===== src/rtl/lts_pkg.sv =====
// Constants and types for the local time shift and minute alignment block
//==============================================================
// Overview of operation
// - Shift disabled by default; then clock keeps standard time only.
// - Shift enabled: add an hour at start point, remove one at end.
// - Start date is month, week selector (1-4 or last), weekday; March/last/Sunday.
// - Start hour accepted only within 1..6, default 2.
// - End point uses same month, week, weekday and 1..6 hour encoding.
// - Start and end points both default to March/last/Sunday at hour 2.
// - Sync source is none (default) or one of twelve digital inputs.
// - Pulse edge rounds clock to nearest whole minute, seconds zeroed.
// - Pulse is taken after the selected input's debounce filter.
package lts_pkg;
  //==============================================================
  // Timing
  localparam int unsigned CLK_HZ          = 50_000_000;
  localparam int unsigned DEBOUNCE_MS     = 10;
  localparam int unsigned DEBOUNCE_CYCLES = (CLK_HZ / 1000) * DEBOUNCE_MS;
  localparam int unsigned TICK_CYCLES     = CLK_HZ;
  //==============================================================
  // Register offsets
  localparam logic [7:0] ADDR_CTRL   = 8'h00;
  localparam logic [7:0] ADDR_START  = 8'h04;
  localparam logic [7:0] ADDR_END    = 8'h08;
  localparam logic [7:0] ADDR_TIME   = 8'h0c;
  localparam logic [7:0] ADDR_DATE   = 8'h10;
  localparam logic [7:0] ADDR_STATUS = 8'h14;
  //==============================================================
  // Field positions
  localparam int CTRL_EN   = 0;
  localparam int CTRL_SRC  = 4;
  localparam int CTRL_CTRY = 8;
  localparam int PT_MON    = 0;
  localparam int PT_WEEK   = 4;
  localparam int PT_WDAY   = 8;
  localparam int PT_HOUR   = 12;
  localparam int TM_SEC    = 0;
  localparam int TM_MIN    = 8;
  localparam int TM_HOUR   = 16;
  localparam int DT_MDAY   = 0;
  localparam int DT_MON    = 8;
  localparam int DT_WDAY   = 16;
  localparam int DT_YEAR   = 24;
  //==============================================================
  // Encodings and reset values
  localparam logic [3:0] NUM_INPUTS = 4'hc;
  localparam logic [2:0] WEEK_LAST  = 3'h0;
  localparam logic [2:0] HOUR_MIN   = 3'h1;
  localparam logic [2:0] HOUR_MAX   = 3'h6;
  localparam logic [3:0] RST_PT_MON  = 4'h3;
  localparam logic [2:0] RST_PT_WEEK = 3'h0;
  localparam logic [2:0] RST_PT_WDAY = 3'h7;
  localparam logic [2:0] RST_PT_HOUR = 3'h2;
  localparam logic [3:0] RST_SRC     = 4'h0;
  localparam logic [7:0] RST_CTRY    = 8'h00;
  localparam logic [4:0] RST_MDAY    = 5'h01;
  localparam logic [3:0] RST_MON     = 4'h1;
  localparam logic [2:0] RST_WDAY    = 3'h6;
  localparam logic [6:0] RST_YEAR    = 7'h00;

  typedef struct packed {
    logic [3:0] month;
    logic [2:0] week;
    logic [2:0] wday;
    logic [2:0] hour;
  } lts_point_s;

  localparam lts_point_s RST_POINT = '{RST_PT_MON, RST_PT_WEEK,
                                       RST_PT_WDAY, RST_PT_HOUR};
endpackage


===== src/rtl/lts_sync_if.sv =====
// Carrier between the time core and the minute pulse front end
`timescale 1ns/100ps
`default_nettype none
interface lts_sync_if;
  logic [3:0] source;
  logic       minutePulse;
  modport ctrl (output source, input minutePulse);
  modport sync (input source, output minutePulse);
endinterface
`default_nettype wire


===== src/rtl/lts_minute_sync.sv =====
// Minute pulse front end: synchroniser, debounce and edge detect
`timescale 1ns/100ps
`default_nettype none
module lts_minute_sync #(
  parameter int unsigned DEBOUNCE_CYCLES = lts_pkg::DEBOUNCE_CYCLES
) (
  input  wire logic        sys_clk,
  input  wire logic        rst,
  input  wire logic [11:0] digitalInput,
  lts_sync_if.sync         link
);
  localparam int DW = $clog2(DEBOUNCE_CYCLES + 1);

  logic [11:0]   inMeta;
  logic [11:0]   inSync;
  logic [3:0]    lastSource;
  logic          filtered;
  logic [DW-1:0] count;

  //==============================================================
  // Selection
  wire srcValid   = (link.source != 4'h0) && (link.source <= lts_pkg::NUM_INPUTS);
  wire [3:0] idx  = link.source - 4'h1;
  wire selLevel   = srcValid ? inSync[idx] : 1'b0;
  wire srcChanged = link.source != lastSource;
  wire differ     = selLevel != filtered;
  wire settled    = differ && (count == DW'(DEBOUNCE_CYCLES - 1));

  //==============================================================
  // Synchroniser and filter
  always_ff @(posedge sys_clk)
  begin
    inMeta <= digitalInput;
    inSync <= inMeta;
  end

  always_ff @(posedge sys_clk)
  begin
    if (rst)
    begin
      lastSource       <= 4'h0;
      filtered         <= 1'b0;
      count            <= '0;
      link.minutePulse <= 1'b0;
    end
    else
    begin
      lastSource       <= link.source;
      link.minutePulse <= settled && selLevel && !srcChanged;
      if (srcChanged)
      begin
        filtered <= selLevel;
        count    <= '0;
      end
      else if (settled)
      begin
        filtered <= selLevel;
        count    <= '0;
      end
      else if (differ)
        count <= count + DW'(1);
      else
        count <= '0;
    end
  end

  //==============================================================
  // Checks
  a_none_quiet: assert property (@(posedge sys_clk) disable iff (rst)
    !srcValid |=> !link.minutePulse)
    else $error("pulse with no source selected");
  a_pulse_debounced: assert property (@(posedge sys_clk) disable iff (rst)
    link.minutePulse |-> filtered && !$past(filtered) && ($past(count) == DW'(DEBOUNCE_CYCLES - 1)))
    else $error("pulse before debounce time");
  a_single_edge: assert property (@(posedge sys_clk) disable iff (rst)
    link.minutePulse |=> !link.minutePulse)
    else $error("pulse longer than one cycle");
endmodule
`default_nettype wire


===== src/rtl/lts_local_time.sv =====
// Calendar clock with seasonal hour shift and minute pulse alignment
//
// Register access over Wishbone and the address map were chosen for this implementation.
`timescale 1ns/100ps
`default_nettype none
module lts_local_time #(
  parameter int unsigned TICK_CYCLES     = lts_pkg::TICK_CYCLES,
  parameter int unsigned DEBOUNCE_CYCLES = lts_pkg::DEBOUNCE_CYCLES
) (
  input  wire logic        sys_clk,
  input  wire logic        rst,
  input  wire logic        wbCyc,
  input  wire logic        wbStb,
  input  wire logic        wbWe,
  input  wire logic [7:0]  wbAdr,
  input  wire logic [3:0]  wbSel,
  input  wire logic [31:0] wbDatI,
  output var  logic [31:0] wbDatO,
  output var  logic        wbAck,
  input  wire logic [11:0] digitalInput,
  output var  logic        shiftActive,
  output var  logic        minuteAligned
);
  localparam int TW = $clog2(TICK_CYCLES + 1);

  //==============================================================
  // Functions
  function automatic logic [31:0] merge(input logic [31:0] old,
                                        input logic [31:0] dat,
                                        input logic [3:0]  sel);
    logic [31:0] r;
    r = old;
    for (int i = 0; i < 4; i++)
      if (sel[i])
        r[8*i +: 8] = dat[8*i +: 8];
    return r;
  endfunction

  function automatic logic [4:0] daysIn(input logic [3:0] m, input logic [6:0] y);
    case (m)
      4'h2: return (y[1:0] == 2'h0) ? 5'h1d : 5'h1c;
      4'h4, 4'h6, 4'h9, 4'hb: return 5'h1e;
      default: return 5'h1f;
    endcase
  endfunction

  function automatic logic [31:0] ptWord(input lts_pkg::lts_point_s p);
    logic [31:0] w;
    w = 32'h0;
    w[lts_pkg::PT_MON  +: 4] = p.month;
    w[lts_pkg::PT_WEEK +: 3] = p.week;
    w[lts_pkg::PT_WDAY +: 3] = p.wday;
    w[lts_pkg::PT_HOUR +: 3] = p.hour;
    return w;
  endfunction

  // Out-of-range fields keep their old value
  function automatic lts_pkg::lts_point_s ptUpd(input lts_pkg::lts_point_s o,
                                                input logic [31:0] w);
    lts_pkg::lts_point_s p;
    logic [3:0] m;
    logic [2:0] k;
    logic [2:0] d;
    logic [2:0] h;
    p = o;
    m = w[lts_pkg::PT_MON  +: 4];
    k = w[lts_pkg::PT_WEEK +: 3];
    d = w[lts_pkg::PT_WDAY +: 3];
    h = w[lts_pkg::PT_HOUR +: 3];
    if (m >= 4'h1 && m <= 4'hc)
      p.month = m;
    if (k <= 3'h4)
      p.week = k;
    if (d != 3'h0)
      p.wday = d;
    if (h >= lts_pkg::HOUR_MIN && h <= lts_pkg::HOUR_MAX)
      p.hour = h;
    return p;
  endfunction

  function automatic logic dateHit(input lts_pkg::lts_point_s p, input logic [3:0] m,
                                   input logic [4:0] md, input logic [2:0] wd,
                                   input logic [4:0] dim);
    logic [4:0] wk;
    logic       wkOk;
    wk   = (md - 5'h01) / 5'h07 + 5'h01;
    wkOk = (p.week == lts_pkg::WEEK_LAST) ? ({1'b0, md} + 6'h07 > {1'b0, dim}) :
           (wk == {2'h0, p.week});
    return (p.month == m) && (p.wday == wd) && wkOk;
  endfunction

  //==============================================================
  // State
  lts_pkg::lts_point_s startPt;
  lts_pkg::lts_point_s endPt;
  logic          shiftEnable;
  logic [3:0]    syncSource;
  logic [7:0]    country;
  logic [5:0]    sec;
  logic [5:0]    min;
  logic [4:0]    hour;
  logic [4:0]    mday;
  logic [3:0]    month;
  logic [2:0]    wday;
  logic [6:0]    year;
  logic          lastRoundUp;
  logic [TW-1:0] tickCount;

  lts_sync_if syncLink ();

  lts_minute_sync #(.DEBOUNCE_CYCLES(DEBOUNCE_CYCLES)) uSync (
    .sys_clk      (sys_clk),
    .rst          (rst),
    .digitalInput (digitalInput),
    .link         (syncLink.sync)
  );
  assign syncLink.source = syncSource;

  //==============================================================
  // Bus decode
  wire req      = wbCyc && wbStb;
  wire wrFire   = req && wbAck && wbWe;
  wire wrCtrl   = wrFire && (wbAdr == lts_pkg::ADDR_CTRL);
  wire wrStart  = wrFire && (wbAdr == lts_pkg::ADDR_START);
  wire wrEnd    = wrFire && (wbAdr == lts_pkg::ADDR_END);
  wire wrTime   = wrFire && (wbAdr == lts_pkg::ADDR_TIME);
  wire wrDate   = wrFire && (wbAdr == lts_pkg::ADDR_DATE);

  wire [31:0] ctrlWord = {16'h0, country, syncSource, 3'h0, shiftEnable};
  wire [31:0] timeWord = {11'h0, hour, 2'h0, min, 2'h0, sec};
  wire [31:0] dateWord = {1'h0, year, 5'h0, wday, 4'h0, month, 3'h0, mday};
  wire [31:0] statWord = {30'h0, lastRoundUp, shiftActive};
  wire [31:0] readWord =
      (wbAdr == lts_pkg::ADDR_CTRL)   ? ctrlWord :
      (wbAdr == lts_pkg::ADDR_START)  ? ptWord(startPt) :
      (wbAdr == lts_pkg::ADDR_END)    ? ptWord(endPt) :
      (wbAdr == lts_pkg::ADDR_TIME)   ? timeWord :
      (wbAdr == lts_pkg::ADDR_DATE)   ? dateWord :
      (wbAdr == lts_pkg::ADDR_STATUS) ? statWord : 32'h0;

  wire [31:0] ctrlNew = merge(ctrlWord, wbDatI, wbSel);
  wire [31:0] timeNew = merge(timeWord, wbDatI, wbSel);
  wire [31:0] dateNew = merge(dateWord, wbDatI, wbSel);
  wire [3:0]  srcNew  = ctrlNew[lts_pkg::CTRL_SRC +: 4];
  wire [5:0]  wSec    = timeNew[lts_pkg::TM_SEC  +: 6];
  wire [5:0]  wMin    = timeNew[lts_pkg::TM_MIN  +: 6];
  wire [4:0]  wHour   = timeNew[lts_pkg::TM_HOUR +: 5];
  wire [4:0]  wMday   = dateNew[lts_pkg::DT_MDAY +: 5];
  wire [3:0]  wMon    = dateNew[lts_pkg::DT_MON  +: 4];
  wire [2:0]  wWday   = dateNew[lts_pkg::DT_WDAY +: 3];
  wire [6:0]  wYear   = dateNew[lts_pkg::DT_YEAR +: 7];

  //==============================================================
  // Calendar advance
  wire tick     = tickCount == TW'(TICK_CYCLES - 1);
  wire align    = syncLink.minutePulse;
  wire roundUp  = align && (sec >= 6'h1e);
  wire secWrap  = (tick && sec == 6'h3b) || roundUp;
  wire minWrap  = secWrap && (min == 6'h3b);
  wire dayRoll  = minWrap && (hour == 5'h17);
  wire [4:0] dim      = daysIn(month, year);
  wire [4:0] plainHr  = (hour == 5'h17) ? 5'h00 : hour + 5'h01;
  wire [4:0] startHr  = {2'h0, startPt.hour};
  wire [4:0] endHr    = {2'h0, endPt.hour};
  wire startDate = dateHit(startPt, month, mday, wday, dim);
  wire endDate   = dateHit(endPt, month, mday, wday, dim);
  wire fwdHit  = minWrap && !dayRoll && shiftEnable && !shiftActive
                 && startDate && (plainHr == startHr);
  wire backHit = minWrap && !dayRoll && shiftEnable && shiftActive
                 && endDate && (plainHr == endHr);

  wire [5:0] advSec  = align ? 6'h00 : !tick ? sec :
                       (sec == 6'h3b) ? 6'h00 : sec + 6'h01;
  wire [5:0] advMin  = !secWrap ? min : (min == 6'h3b) ? 6'h00 : min + 6'h01;
  wire [4:0] advHour = fwdHit ? startHr + 5'h01 :
                       backHit ? endHr - 5'h01 :
                       minWrap ? plainHr : hour;
  wire monEnd  = dayRoll && (mday == dim);
  wire yrEnd   = monEnd && (month == 4'hc);
  wire [4:0] advMday = !dayRoll ? mday : monEnd ? 5'h01 : mday + 5'h01;
  wire [3:0] advMon  = !monEnd ? month : yrEnd ? 4'h1 : month + 4'h1;
  wire [6:0] advYear = !yrEnd ? year : (year == 7'h63) ? 7'h00 : year + 7'h01;
  wire [2:0] advWday = !dayRoll ? wday : (wday == 3'h7) ? 3'h1 : wday + 3'h1;

  wire [5:0] next_sec   = (wrTime && wSec < 6'h3c) ? wSec : advSec;
  wire [5:0] next_min   = (wrTime && wMin < 6'h3c) ? wMin : advMin;
  wire [4:0] next_hour  = (wrTime && wHour < 5'h18) ? wHour : advHour;
  wire [4:0] next_mday  = (wrDate && wMday != 5'h00) ? wMday : advMday;
  wire [3:0] next_month = (wrDate && wMon != 4'h0 && wMon <= 4'hc) ? wMon : advMon;
  wire [2:0] next_wday  = (wrDate && wWday != 3'h0) ? wWday : advWday;
  wire [6:0] next_year  = (wrDate && wYear <= 7'h63) ? wYear : advYear;
  wire next_shiftEnable = wrCtrl ? ctrlNew[lts_pkg::CTRL_EN] : shiftEnable;
  wire next_shiftActive = !next_shiftEnable ? 1'b0 :
                          fwdHit ? 1'b1 : backHit ? 1'b0 : shiftActive;

  //==============================================================
  // Registers
  always_ff @(posedge sys_clk)
  begin
    if (rst)
    begin
      wbAck  <= 1'b0;
      wbDatO <= 32'h0;
    end
    else
    begin
      wbAck <= req && !wbAck;
      if (req && !wbAck)
        wbDatO <= readWord;
    end
  end

  always_ff @(posedge sys_clk)
  begin
    if (rst)
    begin
      shiftEnable <= 1'b0;
      syncSource  <= lts_pkg::RST_SRC;
      country     <= lts_pkg::RST_CTRY;
      startPt     <= lts_pkg::RST_POINT;
      endPt       <= lts_pkg::RST_POINT;
    end
    else
    begin
      shiftEnable <= next_shiftEnable;
      if (wrCtrl)
        country <= ctrlNew[lts_pkg::CTRL_CTRY +: 8];
      if (wrCtrl && srcNew <= lts_pkg::NUM_INPUTS)
        syncSource <= srcNew;
      if (wrStart)
        startPt <= ptUpd(startPt, merge(ptWord(startPt), wbDatI, wbSel));
      if (wrEnd)
        endPt <= ptUpd(endPt, merge(ptWord(endPt), wbDatI, wbSel));
    end
  end

  always_ff @(posedge sys_clk)
  begin
    if (rst)
    begin
      tickCount     <= '0;
      sec           <= 6'h00;
      min           <= 6'h00;
      hour          <= 5'h00;
      mday          <= lts_pkg::RST_MDAY;
      month         <= lts_pkg::RST_MON;
      wday          <= lts_pkg::RST_WDAY;
      year          <= lts_pkg::RST_YEAR;
      shiftActive   <= 1'b0;
      lastRoundUp   <= 1'b0;
      minuteAligned <= 1'b0;
    end
    else
    begin
      tickCount     <= (tick || align) ? '0 : tickCount + TW'(1);
      sec           <= next_sec;
      min           <= next_min;
      hour          <= next_hour;
      mday          <= next_mday;
      month         <= next_month;
      wday          <= next_wday;
      year          <= next_year;
      shiftActive   <= next_shiftActive;
      minuteAligned <= align;
      if (align)
        lastRoundUp <= roundUp;
    end
  end

  //==============================================================
  // Checks
  a_off_no_shift: assert property (@(posedge sys_clk) disable iff (rst)
    !shiftEnable |-> !fwdHit && !backHit ##1 !shiftActive)
    else $error("hour shift while disabled");
  a_fwd_hour: assert property (@(posedge sys_clk) disable iff (rst || wrTime)
    fwdHit |=> hour == $past(startHr) + 5'h01 && shiftActive)
    else $error("forward shift wrong");
  a_back_hour: assert property (@(posedge sys_clk) disable iff (rst || wrTime)
    backHit |=> hour == $past(endHr) - 5'h01 && !shiftActive)
    else $error("backward shift wrong");
  a_start_fields: assert property (@(posedge sys_clk) disable iff (rst)
    startPt.month >= 4'h1 && startPt.month <= 4'hc && startPt.week <= 3'h4
    && startPt.wday != 3'h0)
    else $error("start date out of range");
  a_start_hour: assert property (@(posedge sys_clk) disable iff (rst)
    startPt.hour >= lts_pkg::HOUR_MIN && startPt.hour <= lts_pkg::HOUR_MAX)
    else $error("start hour out of range");
  a_end_hour: assert property (@(posedge sys_clk) disable iff (rst)
    endPt.hour >= lts_pkg::HOUR_MIN && endPt.hour <= lts_pkg::HOUR_MAX
    && endPt.month >= 4'h1 && endPt.month <= 4'hc)
    else $error("end point out of range");
  a_source_range: assert property (@(posedge sys_clk) disable iff (rst)
    syncSource <= lts_pkg::NUM_INPUTS)
    else $error("sync source out of range");
  a_align_round: assert property (@(posedge sys_clk) disable iff (rst || wrTime)
    align && !minWrap |=> sec == 6'h00 && minuteAligned
    && min == (($past(sec) >= 6'h1e) ? $past(min) + 6'h01 : $past(min)))
    else $error("minute alignment wrong");
  a_ack_pulse: assert property (@(posedge sys_clk) disable iff (rst)
    req && !wbAck |=> wbAck ##1 !wbAck)
    else $error("bus ack timing wrong");
endmodule
`default_nettype wire


===== config.mk =====
export PLATFORM = sky130hd
export DESIGN_NAME = lts_local_time
export DESIGN_NICKNAME = d
export VERILOG_FILES = /design/src/rtl/lts_pkg.sv /design/src/rtl/lts_sync_if.sv /design/src/rtl/lts_minute_sync.sv /design/src/rtl/lts_local_time.sv
export SDC_FILE = /design/constraint.sdc
export NUM_CORES = 1
export LEC_CHECK = 0
export BUFFER_PORTS_ARGS = -buffer_cell sky130_fd_sc_hd__clkbuf_2
export CAP_MARGIN = 25
export CORE_MARGIN = 2
export CORE_UTILIZATION = 35
export CTS_CLUSTER_SIZE = 12
export DETAILED_ROUTE_END_ITERATION = 10
export PLACE_DENSITY = 0.57
export SETUP_SLACK_MARGIN = 0.1
export SLEW_MARGIN = 10
export SYNTH_ARGS = -nofsm -noshare
export SYNTH_HDL_FRONTEND = slang
export SYNTH_SLANG_ARGS = --single-unit
export TNS_END_PERCENT = 20

===== constraint.sdc =====
create_clock -name sys_clk -period 6.5 [get_ports sys_clk]
set_clock_uncertainty 0.05 [all_clocks]
set_input_delay 0.975 -clock sys_clk [delete_from_list [all_inputs] [get_ports sys_clk]]
set_output_delay 0.975 -clock sys_clk [all_outputs]
set_load 0.02 [all_outputs]

# Word-level counts from Yosys, hierarchy flattened

Cells that the tools add are included.

Register bits after elaboration: 186
Latch bits: 0
Memory bits (writable): 0
ROM bits: 0
Input bits: 61
Output and inout bits: 35
Word-level logic and storage cells: 241
Memories: 0

Add/subtract/negate cells: 15
Multiply operators: 0
Div/mod/pow operators: 1
Magnitude comparators: 20
Equality and inequality tests: 29
Shifts and indexed selects: 0
Multiplexer cells: 62
Bitwise logic cells: 2
Reductions and logical operators: 82

Operators by type and width:

| cell                    | number |
|---|---|
| $mux W31                | 5 |
| $mux W7                 | 16 |
| $mux W6                 | 9 |
| $mux W5                 | 10 |
| $logic_and A1 B1 Y1     | 44 |
| $add A26 B1 Y26 const B | 1 |
| $eq A26 B26 Y1 const B  | 1 |
| $eq A5 B3 Y1            | 4 |
| $le A4 B4 Y1 const B    | 5 |
| $add A19 B1 Y19 const B | 1 |
| $eq A19 B19 Y1 const B  | 1 |
| $reduce_and A2 Y1       | 9 |
| $eq A8 B4 Y1 const B    | 2 |
| $eq A8 B5 Y1 const B    | 2 |
| $mux W4                 | 4 |
| $add A5 B1 Y5 const B   | 3 |
| $reduce_bool A2 Y1      | 7 |
| $add A6 B1 Y6 const B   | 2 |
| $eq A4 B4 Y1 const B    | 3 |
| $eq A6 B6 Y1 const B    | 2 |
| $le A3 B3 Y1 const B    | 4 |
| $lt A6 B6 Y1 const B    | 2 |
| $mux W3                 | 4 |
| $reduce_bool A3 Y1      | 4 |
| other kinds (42)        | 66 |

# Depth between registers and ports, before layout

Depth after elaboration: 14
Depth in mapped cells: 24
Depth with buffers taken out: 23

# Hierarchy

A second synthesis with hierarchy kept.

Cells, all modules: 1239
Area, all modules: 10417.5 sq um

Modules (own cells, without submodules):

| module          | instances | cells an instance | area each (sq um) |
|---|---|---|---|
| lts_local_time  | 1         | 1057              | 8406.8 |
| lts_minute_sync | 1         | 182               | 2010.7 |

# Worst setup path before layout

Ideal clock, no wire load.

Kind: flip-flop to flip-flop
Start: reg mday[0]
End: reg hour[3]
Arrival time: 4.544 ns
Required time: 6.330 ns
Slack: 1.786 ns
Stages on the path, launching flop included: 24
Path buffers: 1
Period minus slack after synthesis: 4.714 ns
Cell sequence: dfxtp_1 -> buf_2 -> inv_1 -> ha_1 -> nand2b_1 -> nand2_1 -> ha_1 -> and4b_1 -> nor2_1 -> and3_1 -> o22ai_1 -> ha_1 -> nand3_1 -> nand2b_1 -> and2_1 -> o32ai_2 -> inv_2 -> ha_1 -> xor3_1 -> and4_1 -> a32oi_1 -> and2_4 -> nor2_1 -> o31a_1

Longest elaborated chain between the ends: 11
Elaborated cells on any way between the ends: 19

RTL lines:

| item                             | RTL line              | source |
|---|---|---|
| from (decl)                      | lts_local_time.sv:102 | `logic [4:0] mday;` |
| from (signal assigned)           | lts_local_time.sv:245 | `mday <= lts_pkg::RST_MDAY;` |
| from (signal assigned)           | lts_local_time.sv:259 | `mday <= next_mday;` |
| $sub A5 B1 Y5                    | lts_local_time.sv:86  | `wk = (md - 5'h01) / 5'h07 + 5'h01;` |
| $div A5 B3 Y5                    | lts_local_time.sv:86  |  |
| $add A5 B1 Y5                    | lts_local_time.sv:86  |  |
| $eq A5 B3 Y1                     | lts_local_time.sv:88  | `(wk == {2'h0, p.week});` |
| $mux W1                          | lts_local_time.sv:87  | `wkOk = (p.week == lts_pkg::WEEK_LAST) ? ({1'b0, md} + 6'h07 > {1'b0, dim}) :` |
| $logic_and A1 B1 Y1              | lts_local_time.sv:89  | `return (p.month == m) && (p.wday == wd) && wkOk;` |
| $logic_and A1 B1 Y1 (2 in a row) | lts_local_time.sv:170 | `&& endDate && (plainHr == endHr);` |
| $mux W5                          | lts_local_time.sv:176 | `backHit ? endHr - 5'h01 :` |
| $mux W5                          | lts_local_time.sv:175 | `wire [4:0] advHour = fwdHit ? startHr + 5'h01 :` |
| $mux W5                          | lts_local_time.sv:187 | `wire [4:0] next_hour = (wrTime && wHour < 5'h18) ? wHour : advHour;` |
| to (signal assigned)             | lts_local_time.sv:258 | `hour <= next_hour;` |
| to (decl)                        | lts_local_time.sv:101 | `logic [4:0] hour;` |

Parallel ways exist; a longest one is shown, timed or not.
A chain may end at the register's enable or synchronous reset.

# Worst setup path in the final report

Start: reg mday[0]
End: reg hour[2]

Same word-level chain as after synthesis.

==> impl_metrics.tcl <==
set metrics [dict create \
    post_synth_and_or_nand_nor_area_fraction 0.251 \
    min-delay-path-class "reg -> reg" \
    timing.max_cap.violations 0 \
    final_nets 1329 \
    firstDrtPassIters 6 \
    antenna_left 0 \
    dp_hpwl_um 19700 \
    report.power.total_mw 2.29 \
    min_delay_path_depth 0 \
    grt_first_pass_wirelength_um 43900 \
    synth.yosys.seq_area_share 0.368 \
    root_buffer "sky130_fd_sc_hd__clkbuf_16" \
    avg_inst_size_synth_um2 8.28 \
    design_area_mm2 0.0112 \
    min_period_over_period 0.887 \
    yosys_warnings 0 \
    cellPowerDensity_mw_per_mm2 205 \
    final-hold-violation-count 0 \
    path_clk_slew_ns 0.07 \
    grt_pass1_vias 8134 \
    placement.io_buffers 87 \
    drt-wirelength-per-cell_um 16.9 \
    postSynth.asyncResetShare 0 \
    worst-slew-pin-transition_ns 0.963 \
    critical_path_required_ns 6.78 \
    synth.lib_cells_used.distinct 87 \
    irDropWorstVdd_mv 0.129 \
    critPathLaunchType "flop" \
    cts_inserted_buffers 17 \
    areaGrowthSynthToFinish_pct 12.8 \
    finalWirelength_um 27500 \
    final_max_slew_viol_count 0 \
    number_of_flops_mapped_to_enable_cells_by_yosys 0 \
    run_status "finished, final reports clean" \
    antenna_found_initial 1 \
    finalCriticalPeriod_ns 5.77 \
    finalWeightedCongestion 0.922 \
    relSlewSlack 0.358 \
    synthesis.instances 1196 \
    gr-total-overflow 0 \
    routed_via_density 5.45 \
    starting_density_of_the_core 0.356 \
    cts.repair_timing.setup_buffer_count 0 \
    max_clock_freq_ghz 0.173 \
    holdBufCountCts 0 \
    synth_area_in_compound_gates 0.188 \
    timing.setup.critical_path_class "reg -> reg" \
    core.rowCount 61 \
    largest_family_of_logic_cells_by_synthesized_area "simple AND/OR/NAND/NOR gates" \
    arrival_ns 6.05 \
    track_usage 0.188 \
    cts.sink_count 182 \
    synth-seq-cells 182 \
    fillCellCount 2818 \
    h-tree-depth 4 \
    grt_setup_unrepaired "false" \
    floorplan.core_area_mm2 0.0279 \
    drive_above_1_share 0.122 \
    crit_path_end_kind "flop" \
    worst-path-max-fanout 17 \
    netlist_area_mm2 0.00991 \
    largest_net_degree_at_the_start_of_global_routing 85 \
    rr_worst_depth 23 \
    clk_path_buf_depth 2 \
    vias 8907 \
    tritoncts_clock_tree "built" \
    dpl_worst_slack_ns 0.749 \
    post_synth_mux_area_share 0.0505 \
    finalSetupViolCount 0 \
    post_synth_fa_ha_maj_area_fraction 0.0341 \
    cts-resized-gates 0 \
    xor_xnor_portion_of_the_synthesized_cell_area 0.0677 \
    p_leak_nw 4.19 \
    drt_iter0_markers 814 \
    die-width_um 172 \
    fin_util 0.401 \
    detail_route.drc_violations 0 \
    dpl-instance-area_mm2 0.0106 \
    summed_negative_setup_slack_over_all_endpoints_ns 0 \
    num_io_pins 96 \
    flip_flop_cell_with_the_highest_count_after_synthesis "sky130_fd_sc_hd__dfxtp_1" \
    clk-insertion-delay-late_ns 0.44 \
    die-height_um 172 \
    worst_slack_ns 0.734 \
    dieArea_mm2 0.0297 \
]
==> critical path, stage by stage, from the launching register on <==
cell                        delay [ns]
sky130_fd_sc_hd__dfxtp_1          0.71
sky130_fd_sc_hd__inv_1            0.20
sky130_fd_sc_hd__ha_1             0.43
sky130_fd_sc_hd__nand2b_1         0.30
sky130_fd_sc_hd__nand2_1          0.13
sky130_fd_sc_hd__ha_1             0.28
sky130_fd_sc_hd__nand2_1          0.18
sky130_fd_sc_hd__o211ai_2         0.22
sky130_fd_sc_hd__and3_1           0.19
sky130_fd_sc_hd__o22ai_1          0.08
sky130_fd_sc_hd__ha_1             0.32
sky130_fd_sc_hd__nand3_1          0.10
sky130_fd_sc_hd__nand2b_1         0.08
sky130_fd_sc_hd__and2_1           0.17
sky130_fd_sc_hd__o32ai_2          0.33
sky130_fd_sc_hd__inv_2            0.11
sky130_fd_sc_hd__ha_1             0.33
sky130_fd_sc_hd__xnor2_1          0.19
sky130_fd_sc_hd__o211ai_1         0.12
sky130_fd_sc_hd__mux2i_1          0.24
sky130_fd_sc_hd__o2111ai_1        0.16
sky130_fd_sc_hd__nor3_2           0.41
sky130_fd_sc_hd__nor3_1           0.13
sky130_fd_sc_hd__a22o_1           0.22
==> synthesized netlist by cell type, types with 18 or more instances <==
master                     count  area [um^2]
sky130_fd_sc_hd__nor2_1      178          668
sky130_fd_sc_hd__inv_1        31          116
sky130_fd_sc_hd__nand2_1      75          282
sky130_fd_sc_hd__nand2b_1     18          113
sky130_fd_sc_hd__nor3_1       33          165
sky130_fd_sc_hd__ha_1         27          338
sky130_fd_sc_hd__a21oi_1      58          290
sky130_fd_sc_hd__dfxtp_1     182         3640
sky130_fd_sc_hd__xnor2_1      37          324
sky130_fd_sc_hd__o21ai_0      56          280
sky130_fd_sc_hd__mux2i_1      41          410
sky130_fd_sc_hd__a22oi_1      20          150
sky130_fd_sc_hd__and3_1       21          131
sky130_fd_sc_hd__nand3_1      55          275
sky130_fd_sc_hd__nand4_1      18          113
sky130_fd_sc_hd__clkbuf_1     49          184
sky130_fd_sc_hd__xor2_1       35          307
==> state kept, by name, indices dropped and copies added (netlist names), 7 cells and up <==
signal,flops
year,7
startPt,10
tickCount,26
uSync.inMeta,12
uSync.inSync,12
country,8
endPt,10
wbDatO,28
uSync.count,19
==> per-layer routing <==
metal  share of wire  wire length (um)  track usage  vias to the layer above
met2            0.46             12500        0.296                      211
met3           0.059              1630       0.0352                       26
met4           0.015               413       0.0617                        0
met5               0                 0            0                        -
li1                -                 -            -                     4443
met1            0.47             13000        0.260                     4227
==> where the power goes <==
group / leakage [nW] / internal, mW / total [mW] / switching, mW
Clock: 0.289 / 0.558 / 1.06 / 0.503
Combinational: 2.42 / 0.0320 / 0.0992 / 0.0672
Sequential: 1.48 / 1.13 / 1.13 / 0.00599
Total: 4.19 / 1.72 / 2.29 / 0.577
==> layout make-up <==
cell class	count	area (um^2)	area share
timing repair buffer	91	468	0.0419
tap	378	473	0.0423
antenna	1	2.50	0.000224
sequential	182	3640	0.326
multi-input combinational	917	5870	0.526
inverter	32	120	0.0108
clock buffer	18	439	0.0393
clock inverter	14	155	0.0139
==> through the flow <==
stage	cells	hold slack (ns)
2_1_floorplan	1199	0.260
3_3_place_gp	1600	0.264
3_5_place_dp	1600	0.262
4_1_cts	1632	0.279
5_1_grt	1633	0.287
6_report	1633	0.278
==> cells by family (layout without fill, tap and decap cells) <==
kind of cell    Yosys count  after routing
compound gates          268            268
xor+xnor                 74             74
fa+ha+maj                27             27
buf+inv                 100            155
flops                   182            182
mux                      46             46
other cells               1              5
simple gates            498            498
==> placed cells by master (no fill, tap or decap), types with 8 or more instances in the layout <==
| cell type | synthesis | routed |
|---|---|---|
| sky130_fd_sc_hd__ha_1 | 27 | 27 |
| sky130_fd_sc_hd__a22oi_1 | 20 | 20 |
| sky130_fd_sc_hd__nand2b_1 | 18 | 18 |
| sky130_fd_sc_hd__clkbuf_2 | 0 | 86 |
| sky130_fd_sc_hd__and3_1 | 21 | 21 |
| sky130_fd_sc_hd__o22ai_1 | 14 | 14 |
| sky130_fd_sc_hd__xnor2_1 | 37 | 37 |
| sky130_fd_sc_hd__and2_1 | 12 | 12 |
| sky130_fd_sc_hd__inv_1 | 31 | 31 |
| sky130_fd_sc_hd__a221oi_1 | 9 | 9 |
| sky130_fd_sc_hd__a211oi_1 | 13 | 13 |
| sky130_fd_sc_hd__nor2_1 | 178 | 178 |
| sky130_fd_sc_hd__dfxtp_1 | 182 | 182 |
| sky130_fd_sc_hd__a21oi_1 | 58 | 58 |
| sky130_fd_sc_hd__a31oi_1 | 12 | 12 |
| sky130_fd_sc_hd__nand3_1 | 55 | 55 |
| sky130_fd_sc_hd__xor2_1 | 35 | 35 |
| sky130_fd_sc_hd__mux2i_1 | 41 | 41 |
| sky130_fd_sc_hd__nor3_1 | 33 | 33 |
| sky130_fd_sc_hd__or3_1 | 15 | 15 |
| sky130_fd_sc_hd__nand4_1 | 18 | 18 |
| sky130_fd_sc_hd__clkbuf_16 | 0 | 17 |
| sky130_fd_sc_hd__o21ai_0 | 56 | 56 |
| sky130_fd_sc_hd__nor2b_1 | 15 | 15 |
| sky130_fd_sc_hd__nand2_1 | 75 | 75 |
| sky130_fd_sc_hd__a222oi_1 | 8 | 8 |
| sky130_fd_sc_hd__nor4_1 | 16 | 16 |
==> path summary, 6_finish.rpt <==
path | start | end | slack, ns
hold / removal | uSync.inMeta[1] | uSync.inSync[1] | 0.28
setup / recovery | mday[0] | hour[2] | 0.73
hold reg to reg | uSync.inMeta[1] | uSync.inSync[1] | 0.28
setup reg to reg | mday[0] | hour[2] | 0.73
(Power assumes the default switching activity.)
